===== config.mk =====
export PLATFORM = sky130hd
export DESIGN_NAME = sbt_boot_dev_flat
export DESIGN_NICKNAME = d
export VERILOG_FILES = /design/src/rtl/sbt_pkg.sv /design/src/rtl/sbt_link_if.sv /design/src/rtl/sbt_boot_dev.sv /design/src/flat_wrapper.sv
export SDC_FILE = /design/constraint.sdc
export NUM_CORES = 1
export LEC_CHECK = 0
export ABC_AREA = 1
export BUFFER_PORTS_ARGS = -buffer_cell sky130_fd_sc_hd__buf_2
export CELL_PAD_IN_SITES_DETAIL_PLACEMENT = 0
export CELL_PAD_IN_SITES_GLOBAL_PLACEMENT = 1
export CORE_ASPECT_RATIO = 0.8
export CORE_MARGIN = 3
export CORE_UTILIZATION = 28
export DETAILED_ROUTE_END_ITERATION = 10
export HOLD_SLACK_MARGIN = 0.15
export PLACE_DENSITY = 0.63
export SKIP_CTS_REPAIR_TIMING = 1
export SYNTH_ARGS = -nofsm -noshare
export SYNTH_HDL_FRONTEND = slang
export SYNTH_SLANG_ARGS = --single-unit
export TNS_END_PERCENT = 1

===== constraint.sdc =====
create_clock -name core_clk -period 4 [get_ports core_clk]
set_clock_uncertainty 0.2 [all_clocks]
set_input_delay 0.2 -clock core_clk [delete_from_list [all_inputs] [get_ports core_clk]]
set_output_delay 0.2 -clock core_clk [all_outputs]
set_load 0.05 [all_outputs]

===== src/rtl/sbt_pkg.sv =====
// Functional notes
// - Host holds mode/reset low 10 ms
// - Host waits 20 ms before first byte
// - After 0x86 echo, wait one bit
// - After 0x79 echo, wait 49 cycles+bit
// - After command echo, wait one bit
// - After command completes, wait 751 cycles+bit
// - After clock data echo, wait 181 cycles+bit
// - After 0x80 sent, wait 35 cycles+bit
// - Command echo within 105 to 241 cycles
// - Sum output checksum takes 5605040 cycles
// - Write checksum takes 5456240 cycles
// - Erase: chip 5338530+500ms, sector 5338365+100ms
// - Hex record answer 182 to 32000+1.25ms
// - Security: 857 plus (193+1.25ms) per bit
// - Host adds safety margin to waits
// - Bit time is current baud period
package sbt_pkg;
    // ======================================================
    // Clock and link
    localparam int CLK_HZ = 10_000_000;
    localparam int US_CYC = CLK_HZ / 1_000_000;
    localparam int BIT_CYC_DEF = 1042;
    localparam int MARGIN_CYC_DEF = 16;

    // ======================================================
    // Host-side setup times
    localparam int RST_HOLD_MS = 10;
    localparam int RX_SETUP_MS = 20;
    localparam int RST_HOLD_CYC = RST_HOLD_MS * 1000 * US_CYC;
    localparam int RX_SETUP_CYC = RX_SETUP_MS * 1000 * US_CYC;

    // ======================================================
    // Host turnaround gaps in gear clocks, bit time added on top
    localparam int GAP_SYNC = 0;
    localparam int GAP_ACK = 49;
    localparam int GAP_NEXT = 751;
    localparam int GAP_CLKSET = 181;
    localparam int GAP_CLK80 = 35;

    // ======================================================
    // Device processing times in gear clocks
    localparam int SYNC_ECHO_CYC = 583;
    localparam int ACK_ECHO_CYC = 526;
    localparam int CMD_ECHO_MIN = 105;
    localparam int CMD_ECHO_MAX = 241;
    localparam int CMD_ECHO_CYC = 150;
    localparam int SUM_CYC = 5605040;
    localparam int WRITE_CYC = 5456240;
    localparam int CHIP_ERASE_MS = 500;
    localparam int SECT_ERASE_MS = 100;
    localparam int CHIP_ERASE_CYC = 5338530 + CHIP_ERASE_MS * 1000 * US_CYC;
    localparam int SECT_ERASE_CYC = 5338365 + SECT_ERASE_MS * 1000 * US_CYC;
    localparam int PROG_US = 1250;
    localparam int PROG_CYC = PROG_US * US_CYC;
    localparam int HEX_MIN = 182;
    localparam int HEX_MAX = 32000 + PROG_CYC;
    localparam int SEC_BASE = 857;
    localparam int SEC_BIT = 193;
    localparam int CLKSET_ECHO_CYC = 93;
    localparam int CLK80_ECHO_CYC = 570;

    // ======================================================
    // Protocol bytes
    localparam logic [7:0] SYNC_BYTE = 8'h86;
    localparam logic [7:0] ACK_BYTE = 8'h79;
    localparam logic [7:0] CLK80_BYTE = 8'h80;

    typedef enum logic [3:0] {
        OP_SYNC = 4'h0,
        OP_ACK = 4'h1,
        OP_CMD = 4'h2,
        OP_SUM = 4'h3,
        OP_WRITE = 4'h4,
        OP_CHIP_ERASE = 4'h5,
        OP_SECT_ERASE = 4'h6,
        OP_HEX = 4'h7,
        OP_SECURITY = 4'h8,
        OP_CLKSET = 4'h9,
        OP_CLK80 = 4'hA,
        OP_NOW = 4'hB
    } sbt_op_type;
endpackage


===== src/rtl/sbt_link_if.sv =====
interface sbt_link_if;
    logic host_tx;
    logic dev_tx;
    logic boot_hold_n;

    modport dev (
        input host_tx,
        input boot_hold_n,
        output dev_tx
    );

    modport host (
        output host_tx,
        output boot_hold_n,
        input dev_tx
    );
endinterface


===== src/rtl/sbt_boot_dev.sv =====
module sbt_boot_dev #(
    parameter int BIT_CYC = sbt_pkg::BIT_CYC_DEF,
    parameter int SUM_CYC = sbt_pkg::SUM_CYC,
    parameter int WRITE_CYC = sbt_pkg::WRITE_CYC,
    parameter int CHIP_ERASE_CYC = sbt_pkg::CHIP_ERASE_CYC,
    parameter int SECT_ERASE_CYC = sbt_pkg::SECT_ERASE_CYC,
    parameter int PROG_CYC = sbt_pkg::PROG_CYC
) (
    input wire logic core_clk,
    input wire logic rst,
    input wire logic ce,
    sbt_link_if.dev link,
    output logic [7:0] rx_data,
    output logic rx_valid,
    input wire logic rx_ready,
    output logic rx_overrun,
    input wire logic [7:0] tx_data,
    input wire sbt_pkg::sbt_op_type tx_op,
    input wire logic [1:0] tx_sec_bits,
    input wire logic tx_valid,
    output logic tx_ready,
    output logic tx_busy,
    output logic link_active
);
    localparam logic [15:0] BIT_W = 16'(BIT_CYC);
    localparam logic [15:0] HALF_W = 16'(BIT_CYC / 2);

    typedef enum logic [1:0] {
        RX_IDLE = 2'b00,
        RX_START = 2'b01,
        RX_DATA = 2'b11,
        RX_STOP = 2'b10
    } sbt_rx_type;

    typedef enum logic [1:0] {
        TX_IDLE = 2'b00,
        TX_WAIT = 2'b01,
        TX_SHIFT = 2'b11
    } sbt_tx_type;

    // ======================================================
    // Pin synchronisers
    logic rx_m_r;
    logic rx_s_r;
    logic hold_m_r;
    logic hold_s_r;

    always_ff @(posedge core_clk) begin
        if (rst) begin
            rx_m_r <= 1'b1;
            rx_s_r <= 1'b1;
            hold_m_r <= 1'b0;
            hold_s_r <= 1'b0;
        end else if (ce) begin
            rx_m_r <= link.host_tx;
            rx_s_r <= rx_m_r;
            hold_m_r <= link.boot_hold_n;
            hold_s_r <= hold_m_r;
        end
    end

    assign link_active = hold_s_r;

    // ======================================================
    // Receiver
    sbt_rx_type rx_st_r;
    logic [15:0] rx_cnt_r;
    logic [2:0] rx_bit_r;
    logic [7:0] rx_sh_r;
    logic rx_done_r;

    always_ff @(posedge core_clk) begin
        if (rst) begin
            rx_st_r <= RX_IDLE;
            rx_cnt_r <= 16'h0000;
            rx_bit_r <= 3'h0;
            rx_sh_r <= 8'h00;
            rx_done_r <= 1'b0;
        end else if (ce) begin
            rx_done_r <= 1'b0;
            case (rx_st_r)
                RX_IDLE: begin
                    // Pins held low keep the receiver deaf
                    if (hold_s_r && !rx_s_r) begin
                        rx_st_r <= RX_START;
                        rx_cnt_r <= HALF_W - 16'h0001;
                    end
                end
                RX_START: begin
                    if (rx_cnt_r == 16'h0000) begin
                        // A glitch shorter than half a bit is dropped
                        rx_st_r <= rx_s_r ? RX_IDLE : RX_DATA;
                        rx_cnt_r <= BIT_W - 16'h0001;
                        rx_bit_r <= 3'h0;
                    end else begin
                        rx_cnt_r <= rx_cnt_r - 16'h0001;
                    end
                end
                RX_DATA: begin
                    if (rx_cnt_r == 16'h0000) begin
                        rx_sh_r <= {rx_s_r, rx_sh_r[7:1]};
                        rx_cnt_r <= BIT_W - 16'h0001;
                        if (rx_bit_r == 3'h7) begin
                            rx_st_r <= RX_STOP;
                        end else begin
                            rx_bit_r <= rx_bit_r + 3'h1;
                        end
                    end else begin
                        rx_cnt_r <= rx_cnt_r - 16'h0001;
                    end
                end
                default: begin
                    if (rx_cnt_r == 16'h0000) begin
                        rx_st_r <= RX_IDLE;
                        rx_done_r <= rx_s_r;
                    end else begin
                        rx_cnt_r <= rx_cnt_r - 16'h0001;
                    end
                end
            endcase
        end
    end

    // ======================================================
    // Time since the last received byte, in gear clocks
    logic [31:0] el_r;

    always_ff @(posedge core_clk) begin
        if (rst) begin
            el_r <= 32'h0000_0000;
        end else if (ce) begin
            if (rx_done_r) begin
                el_r <= 32'h0000_0000;
            end else if (el_r != 32'hFFFF_FFFF) begin
                el_r <= el_r + 32'h0000_0001;
            end
        end
    end

    // ======================================================
    // Two-entry receive buffer
    logic [7:0] b0_r;
    logic [7:0] b1_r;
    logic [1:0] bcnt_r;
    logic [1:0] bcnt_nxt;
    logic b_push;
    logic b_pop;
    logic b_ready_r;

    assign b_push = rx_done_r && b_ready_r;
    assign b_pop = rx_valid && rx_ready;
    assign bcnt_nxt = bcnt_r + {1'b0, b_push} - {1'b0, b_pop};

    always_ff @(posedge core_clk) begin
        if (rst) begin
            b0_r <= 8'h00;
            b1_r <= 8'h00;
            bcnt_r <= 2'h0;
            b_ready_r <= 1'b1;
            rx_valid <= 1'b0;
        end else if (ce) begin
            bcnt_r <= bcnt_nxt;
            b_ready_r <= bcnt_nxt != 2'h2;
            rx_valid <= bcnt_nxt != 2'h0;
            if (b_pop) begin
                b0_r <= (b_push && bcnt_r == 2'h1) ? rx_sh_r : b1_r;
                if (b_push && bcnt_r == 2'h2) begin
                    b1_r <= rx_sh_r;
                end
            end else if (b_push) begin
                if (bcnt_r == 2'h0) begin
                    b0_r <= rx_sh_r;
                end else begin
                    b1_r <= rx_sh_r;
                end
            end
        end
    end

    assign rx_data = b0_r;

    // A byte arriving on a full buffer cannot be held back on the wire
    always_ff @(posedge core_clk) begin
        if (rst) begin
            rx_overrun <= 1'b0;
        end else if (ce) begin
            if (rx_done_r && !b_ready_r) begin
                rx_overrun <= 1'b1;
            end else if (b_pop) begin
                rx_overrun <= 1'b0;
            end
        end
    end

    // ======================================================
    // Answer delay per operation
    logic [31:0] dly;

    always_comb begin
        case (tx_op)
            sbt_pkg::OP_SYNC: dly = 32'(sbt_pkg::SYNC_ECHO_CYC);
            sbt_pkg::OP_ACK: dly = 32'(sbt_pkg::ACK_ECHO_CYC);
            sbt_pkg::OP_CMD: dly = 32'(sbt_pkg::CMD_ECHO_CYC);
            sbt_pkg::OP_SUM: dly = 32'(SUM_CYC);
            sbt_pkg::OP_WRITE: dly = 32'(WRITE_CYC);
            sbt_pkg::OP_CHIP_ERASE: dly = 32'(CHIP_ERASE_CYC);
            sbt_pkg::OP_SECT_ERASE: dly = 32'(SECT_ERASE_CYC);
            sbt_pkg::OP_HEX: dly = 32'(sbt_pkg::HEX_MIN);
            sbt_pkg::OP_SECURITY: begin
                // Each programmed bit costs processing plus one program pulse
                dly = 32'(sbt_pkg::SEC_BASE)
                    + 32'(tx_sec_bits) * 32'(sbt_pkg::SEC_BIT + PROG_CYC);
            end
            sbt_pkg::OP_CLKSET: dly = 32'(sbt_pkg::CLKSET_ECHO_CYC);
            sbt_pkg::OP_CLK80: dly = 32'(sbt_pkg::CLK80_ECHO_CYC);
            default: dly = 32'h0000_0000;
        endcase
    end

    // ======================================================
    // Transmitter
    sbt_tx_type tx_st_r;
    logic [9:0] tx_sh_r;
    logic [15:0] tx_cnt_r;
    logic [3:0] tx_n_r;
    logic [31:0] dly_r;
    logic tx_line_r;

    always_ff @(posedge core_clk) begin
        if (rst) begin
            tx_st_r <= TX_IDLE;
            tx_sh_r <= 10'h3FF;
            tx_cnt_r <= 16'h0000;
            tx_n_r <= 4'h0;
            dly_r <= 32'h0000_0000;
            tx_line_r <= 1'b1;
            tx_ready <= 1'b0;
            tx_busy <= 1'b0;
        end else if (ce) begin
            case (tx_st_r)
                TX_IDLE: begin
                    if (tx_valid && tx_ready) begin
                        dly_r <= dly;
                        tx_sh_r <= {1'b1, tx_data, 1'b0};
                        tx_ready <= 1'b0;
                        tx_busy <= 1'b1;
                        tx_st_r <= TX_WAIT;
                    end else begin
                        tx_ready <= hold_s_r;
                        tx_busy <= 1'b0;
                    end
                end
                TX_WAIT: begin
                    // Late answers go out at once; early ones wait out the delay
                    if (el_r >= dly_r) begin
                        tx_st_r <= TX_SHIFT;
                        tx_cnt_r <= BIT_W - 16'h0001;
                        tx_n_r <= 4'h0;
                        tx_line_r <= tx_sh_r[0];
                    end
                end
                default: begin
                    if (tx_cnt_r != 16'h0000) begin
                        tx_cnt_r <= tx_cnt_r - 16'h0001;
                    end else if (tx_n_r == 4'h9) begin
                        tx_st_r <= TX_IDLE;
                        tx_line_r <= 1'b1;
                    end else begin
                        tx_sh_r <= {1'b1, tx_sh_r[9:1]};
                        tx_line_r <= tx_sh_r[1];
                        tx_n_r <= tx_n_r + 4'h1;
                        tx_cnt_r <= BIT_W - 16'h0001;
                    end
                end
            endcase
        end
    end

    assign link.dev_tx = tx_line_r;
endmodule


===== src/flat_wrapper.sv =====
// flat-port wrapper written by rule: the top's interface ports become plain ports
module sbt_boot_dev_flat 
#(
    parameter int BIT_CYC = sbt_pkg::BIT_CYC_DEF,
    parameter int SUM_CYC = sbt_pkg::SUM_CYC,
    parameter int WRITE_CYC = sbt_pkg::WRITE_CYC,
    parameter int CHIP_ERASE_CYC = sbt_pkg::CHIP_ERASE_CYC,
    parameter int SECT_ERASE_CYC = sbt_pkg::SECT_ERASE_CYC,
    parameter int PROG_CYC = sbt_pkg::PROG_CYC
)
  (core_clk, rst, ce, rx_data, rx_valid, rx_ready, rx_overrun, tx_data, tx_op, tx_sec_bits, tx_valid, tx_ready, tx_busy, link_active, link_host_tx, link_boot_hold_n, link_dev_tx);
  sbt_link_if link_i ();
  input wire logic core_clk;
  input wire logic rst;
  input wire logic ce;
  output logic [7:0] rx_data;
  output logic rx_valid;
  input wire logic rx_ready;
  output logic rx_overrun;
  input wire logic [7:0] tx_data;
  input wire sbt_pkg::sbt_op_type tx_op;
  input wire logic [1:0] tx_sec_bits;
  input wire logic tx_valid;
  output logic tx_ready;
  output logic tx_busy;
  output logic link_active;
  input wire logic [$bits(link_i.host_tx)-1:0] link_host_tx;
  input wire logic [$bits(link_i.boot_hold_n)-1:0] link_boot_hold_n;
  output wire logic [$bits(link_i.dev_tx)-1:0] link_dev_tx;
  assign link_i.host_tx = link_host_tx;
  assign link_i.boot_hold_n = link_boot_hold_n;
  assign link_dev_tx = link_i.dev_tx;
  sbt_boot_dev #(.BIT_CYC(BIT_CYC), .SUM_CYC(SUM_CYC), .WRITE_CYC(WRITE_CYC), .CHIP_ERASE_CYC(CHIP_ERASE_CYC), .SECT_ERASE_CYC(SECT_ERASE_CYC), .PROG_CYC(PROG_CYC)) u_core (.core_clk(core_clk), .rst(rst), .ce(ce), .link(link_i), .rx_data(rx_data), .rx_valid(rx_valid), .rx_ready(rx_ready), .rx_overrun(rx_overrun), .tx_data(tx_data), .tx_op(tx_op), .tx_sec_bits(tx_sec_bits), .tx_valid(tx_valid), .tx_ready(tx_ready), .tx_busy(tx_busy), .link_active(link_active));
endmodule

; ---- After elaboration in Yosys (flattened, before gate mapping)
; Cells that the tools add are included.
[op_classes]
bitwise = 2
magnitude_cmp = 1
multipliers = 1
eq_ne = 35
reduce_logical = 40
addsub = 8
muxes = 53
[op_table]
columns = cell, count
row1 = 32-bit one-hot mux with 11 select lines, 1
row2 = 16-bit two-way mux, 6
row3 = 32-bit two-way mux, 2
row4 = 8-bit two-way mux, 8
row5 = 16-bit one-hot mux with 2 select lines, 2
row6 = 32-bit by 1-bit adder with 32-bit output (second input constant), 1
row7 = 32-bit greater-or-equal comparator, 1
row8 = 32-bit inequality test (second input constant), 1
row9 = 16-bit by 1-bit subtractor with 16-bit output (second input constant), 2
row10 = 10-bit two-way mux, 3
row11 = 2-bit two-way mux, 10
row12 = 10-bit one-hot mux with 2 select lines, 1
row13 = 5-bit AND reduction, 4
row14 = 10-bit by 16-bit adder with 17-bit output (first input constant), 1
row15 = 4-bit by 3-bit == test with 1-bit output (second input constant), 4
row16 = 4-bit == test (second input constant), 4
row17 = 16-bit zero test, 1
row18 = 2-bit by 14-bit multiplier with 16-bit output (second input constant), 1
row19 = 16-bit nonzero test, 1
row20 = 2-bit by 1-bit inequality test with 1-bit output (second input constant), 7
row21 = 2-bit inequality test (second input constant), 7
row22 = 2-bit nonzero test, 7
row23 = 4-bit two-way mux, 3
row24 = 3-bit AND reduction, 4
row25 = other kinds (29), 58
[word_totals]
wordCells = 164
inputBits = 21
out_inout_bits = 14
regBits = 154

; ---- Depth between registers and ports, before layout
[depth]
depth_word = 4
ltp_mapped = 18
ltp_nobuf = 17

; ---- Worst setup path before layout
; No wires, ideal clock.
[synth_path]
kind = register -> register
startpoint = reg u_core.tx_ready
endpoint = reg u_core.tx_sh_r[2]
path_stages_with_launch = 8
n_path_buf = 1
synth_period_minus_slack_ns = 2.024
required_ns = 3.680
path_slack_ns = 1.976
setup_ns = 0.120
arrival_ns = 1.704
path_cell_list = dfxtp_1 > nand2_1 > nand2_1 > nand2_1 > nor2_1 > o211ai_2 > buf_4 > a211o_1
[synth_via]
elab_chain_len = 3
[synth_lines]
columns = item, line_no
row1 = start: declaration, sbt_boot_dev.sv:21  ; output logic tx_ready,
row2 = start signal: assignment, sbt_boot_dev.sv:249  ; tx_ready <= hold_s_r;
row3 = 1-bit logical AND, sbt_boot_dev.sv:242  ; if (tx_valid && tx_ready) begin
row4 = 2-bit by 1-bit inequality test with 1-bit output (no line), -
row5 = 5-bit AND reduction (no line), -
row6 = end signal: assignment, sbt_boot_dev.sv:244  ; tx_sh_r <= {1'b1, tx_data, 1'b0};
row7 = end signal: assignment, sbt_boot_dev.sv:269  ; tx_sh_r <= {1'b1, tx_sh_r[9:1]};
row8 = end: declaration, sbt_boot_dev.sv:223  ; logic [9:0] tx_sh_r;
; Every way passes these cells.
; A chain may end at the register's enable or synchronous reset.

; ---- Worst setup path in the final report
[layout_path]
startpoint = in ce
endpoint = reg u_core.dly_r[15]
[layout_via]
elab_chain_len = 1
[layout_lines]
columns = item, line_no
row1 = start: declaration, flat_wrapper.sv:15  ; input wire logic ce;
row2 = 3-bit AND reduction (no line), -
row3 = end signal: assignment, sbt_boot_dev.sv:243  ; dly_r <= dly;
row4 = end: declaration, sbt_boot_dev.sv:226  ; logic [31:0] dly_r;
; Every way passes these cells.

==> summary.txt <==
STA
  – RSZ-0062 raised after global routing: false
  – Worst rel slew slack: 37.5%
  – Setup TNS: 0 ps
  – Period Utilization, post-route: 71.6%
  – Final Max Tran Viols: 0
  – Min Tclk post-route: 2860 ps
  – Count of endpoints failing hold in the final timing report: 0
  – Peak clock frequency supported by timing: 349 MHz
  – Worst Max-Slew Pin Slew: 932 ps
  – Number of setup violations in the final report: 0

Clock network
  – Clock sink count: 143
  – CTS tree: done
  – Cell at the root of the clock tree: sky130_fd_sc_hd__clkbuf_16
  – Cts bufs inserted: 17
  – Worst-Skew Late Latency: 440 ps
  – Number of buffers between clock root and the deepest sink: 2
  – H-tree Lvls: 4
  – Clock slew at the register clock pins of the worst setup and hold paths: 60 ps

Power
  – Cell Pwr Density: 454 nW/um^2
  – Maximum VDD drop: 0.296 mV
  – NetSw: 1510 uW
  – Share of power burned in combinational logic: 27.5%
  – Pleak: 0.00405 uW
  – Share of total power in sequential cells: 36.9%
  – Net Sw Frac: 34.9%
  – Part of the power in the clock network: 35.6%
  – Internal Power: 2820 uW

Route
  – Via total after detailed routing: 7838
  – Number of vias per cell after detailed routing: 4.72
  – Number of nets with antenna violations after routing: 0
  – Average wire per standard cell: 13.5 microns
  – First-pass iteration count of the detailed router: 5
  – Post-route DRC: 0
  – Number of DRC markers in iteration 0: 453
  – Detailed-route wire length: 22500 microns

Global route
  – Number of antenna violations at the first check in global routing: 0
  – Overall overflow remaining after global route: 0
  – Largest net degree at the start of global routing: 54
  – Global-route wire length before repair: 36900 microns
  – Global-route usage over all layers: 14.4%
  – Via count of the first global-routing pass: 7095

Synth
  – Most frequent cells after synthesis: 264 x sky130_fd_sc_hd__nand2_1, 186 x sky130_fd_sc_hd__nor2_1, 143 x sky130_fd_sc_hd__dfxtp_1
  – Number of enable-type register cells in the synthesized netlist: 0
  – Share of the synthesized netlist area taken by xor and xnor gates: 2.76%
  – Main flop type after synthesis: sky130_fd_sc_hd__dfxtp_1
  – Share of flip-flops with an asynchronous set or reset: 0%
  – Syn avg cell area: 6.67 sq um
  – Synth area leader: sky130_fd_sc_hd__dfxtp_1
  – Synthesized flop and latch total: 143
  – Fraction of the mapped netlist area in compound gates: 16.2%
  – Synthesized area: 8270 sq um
  – Largest family of logic cells by synthesized area: simple AND/OR/NAND/NOR gates
  – Net count after synthesis: 1301
  – Fraction of post-synthesis cell area in the top cell type by area: 34.6%
  – Area contributors post-synth: sky130_fd_sc_hd__dfxtp_1 35%, sky130_fd_sc_hd__nand2_1 12%, sky130_fd_sc_hd__nor2_1 8.4%, sky130_fd_sc_hd__a21oi_1 8.1%, sky130_fd_sc_hd__ha_1 6.1%
  – Mux share of post-synthesis cell area: 0%
  – Number of distinct library cells after synthesis: 52
  – Cell with the most instances after synthesis: sky130_fd_sc_hd__nand2_1
  – Count of yosys warnings during synthesis: 0
  – Post-Synth Simple-Gate Area: 31.3%
  – Number of standard cells after synthesis: 1240
  – Proportion of synthesized chip area in sequential cells: 34.6%
  – Fraction of the mapped netlist area in adder cells: 6.06%

Floorplanning
  – Top Ports: 35
  – Die X-Extent: 198 microns
  – Num rows: 55
  – Overall die area: 31600 sq um
  – Vertical die dimension: 160 microns
  – Area inside the core boundary: 28700 sq um
  – Effective utilization at floorplan: 28.8%

Final layout
  – Number of antenna repair diodes: 0
  – Share of post-route cells with drive strength above 1: 8.13%
  – Final core utilization: 33.2%
  – Non-filler instance count after layout: 1662
  – Net total in the final layout: 1342
  – Area growth from synthesis to final layout: 15.4%

Min path
  – Worst hold path startpoint: u_core.tx_sh_r[3]
  – Class of the tightest hold or removal check: flop to flop

Worst setup path
  – Critical path required time: 4150 ps
  – Element type at the critical path end: flop
  – Critical path fanouts, max: 25
  – Arrival time of the worst setup path: 3010 ps
  – Element type at the critical path start: input port
  – RR Startpoint: u_core.tx_st_r[1]
  – Crit Path Category: input port to flop
  – R2R setup slack: 1170 ps
  – Launch point of the critical path: ce

Run status
  – Outcome: completed

Placement
  – Count of buffers from port buffering: 34
  – DP Wirelength: 16100 microns
  – Post-Place Cells: 1605
  – Final estimated routing congestion in global placement: 0.836

Run
  – Max cap viols: 0
## routing by layer
| metal | vias up | wire length [microns] | global-route usage (%) |
|---|---|---|---|
| li1 | 4132 | - | - |
| met1 | 3540 | 12300 | 22.2 |
| met2 | 141 | 8920 | 20.2 |
| met3 | 25 | 948 | 2.78 |
| met4 | 0 | 245 | 4.15 |
| met5 | - | 0 | 0 |
## placed cells by master (no fill, tap or decap), drive strengths merged, types with 21 or more instances in the layout
cell type / netlist / routed
nand4: 25 / 25
clkbuf: 16 / 21
a21oi: 133 / 133
nand2: 271 / 271
dfxtp: 143 / 143
nand3: 72 / 72
inv: 138 / 139
ha: 40 / 40
buf: 29 / 40
nor2: 195 / 195
o21ai: 75 / 75
dlygate4sd3: 0 / 27
## per-stage QoR
step	hold WS, ps	worst slack, ps	total power, uW	cell area, sq um
after floorplan	126	1980	2550	8270
after global placement	246	1190	2810	8710
after detailed placement	250	1170	2800	8710
after CTS	-190	1140	4370	9270
after global routing	282	775	4650	9540
final	262	1140	4330	9540
## logic make-up (layout without fill, tap and decap cells)
logic type | after synthesis | after routing
and+or+nand+nor | 602 | 602
AOI/OAI and AO/OA | 245 | 245
buffers and inverters | 184 | 236
DFF | 143 | 143
adders and majority gates | 40 | 40
xor gates and xnor gates | 26 | 26
## worst max-delay path, stage by stage
cell and delay (ps):
sky130_fd_sc_hd__dlygate4sd3_1 540, sky130_fd_sc_hd__buf_2 350, sky130_fd_sc_hd__inv_2 210, sky130_fd_sc_hd__nor2_1 220
sky130_fd_sc_hd__inv_1 110, sky130_fd_sc_hd__nor2_2 450, sky130_fd_sc_hd__inv_2 340, sky130_fd_sc_hd__nor2_2 280
sky130_fd_sc_hd__nand3_1 130, sky130_fd_sc_hd__a41oi_1 170
## path summary, 6_finish.rpt
kind	cells past startpoint	endpoint
min reg2reg	1	u_core.tx_sh_r[3]
max	10	u_core.dly_r[15]
max reg2reg	10	u_core.dly_r[15]
min	1	u_core.tx_sh_r[3]
## sequential cells by signal, summed over array words and instances, names as in the netlist, 2 cells and up
name	count
u_core.b1_r	8
u_core.bcnt_r	2
u_core.dly_r	22
u_core.el_r	32
u_core.rx_bit_r	3
u_core.rx_cnt_r	16
u_core.rx_data	8
u_core.rx_sh_r	8
u_core.rx_st_r	2
u_core.tx_cnt_r	16
u_core.tx_n_r	4
u_core.tx_sh_r	9
u_core.tx_st_r	2
## power groups by stage
stage | clock [uW] | sequential [uW] | combinational, uW
after floorplan | 0 | 1630 | 921
after global placement | 0 | 1630 | 1180
after detailed placement | 0 | 1630 | 1170
after CTS | 1600 | 1600 | 1170
after global routing | 1660 | 1620 | 1380
final | 1540 | 1600 | 1190
## layout make-up
type | instances | area (sq um)
Fill cell | 3153 | 19200
Multi-Input combinational cell | 913 | 4650
Sequential cell | 143 | 2860
Inverter | 139 | 522
Timing Repair Buffer | 67 | 485
Clock buffer | 21 | 470
Tap cell | 370 | 463
Clock inverter | 9 | 86.3
Power figures use the tool's default switching activity.
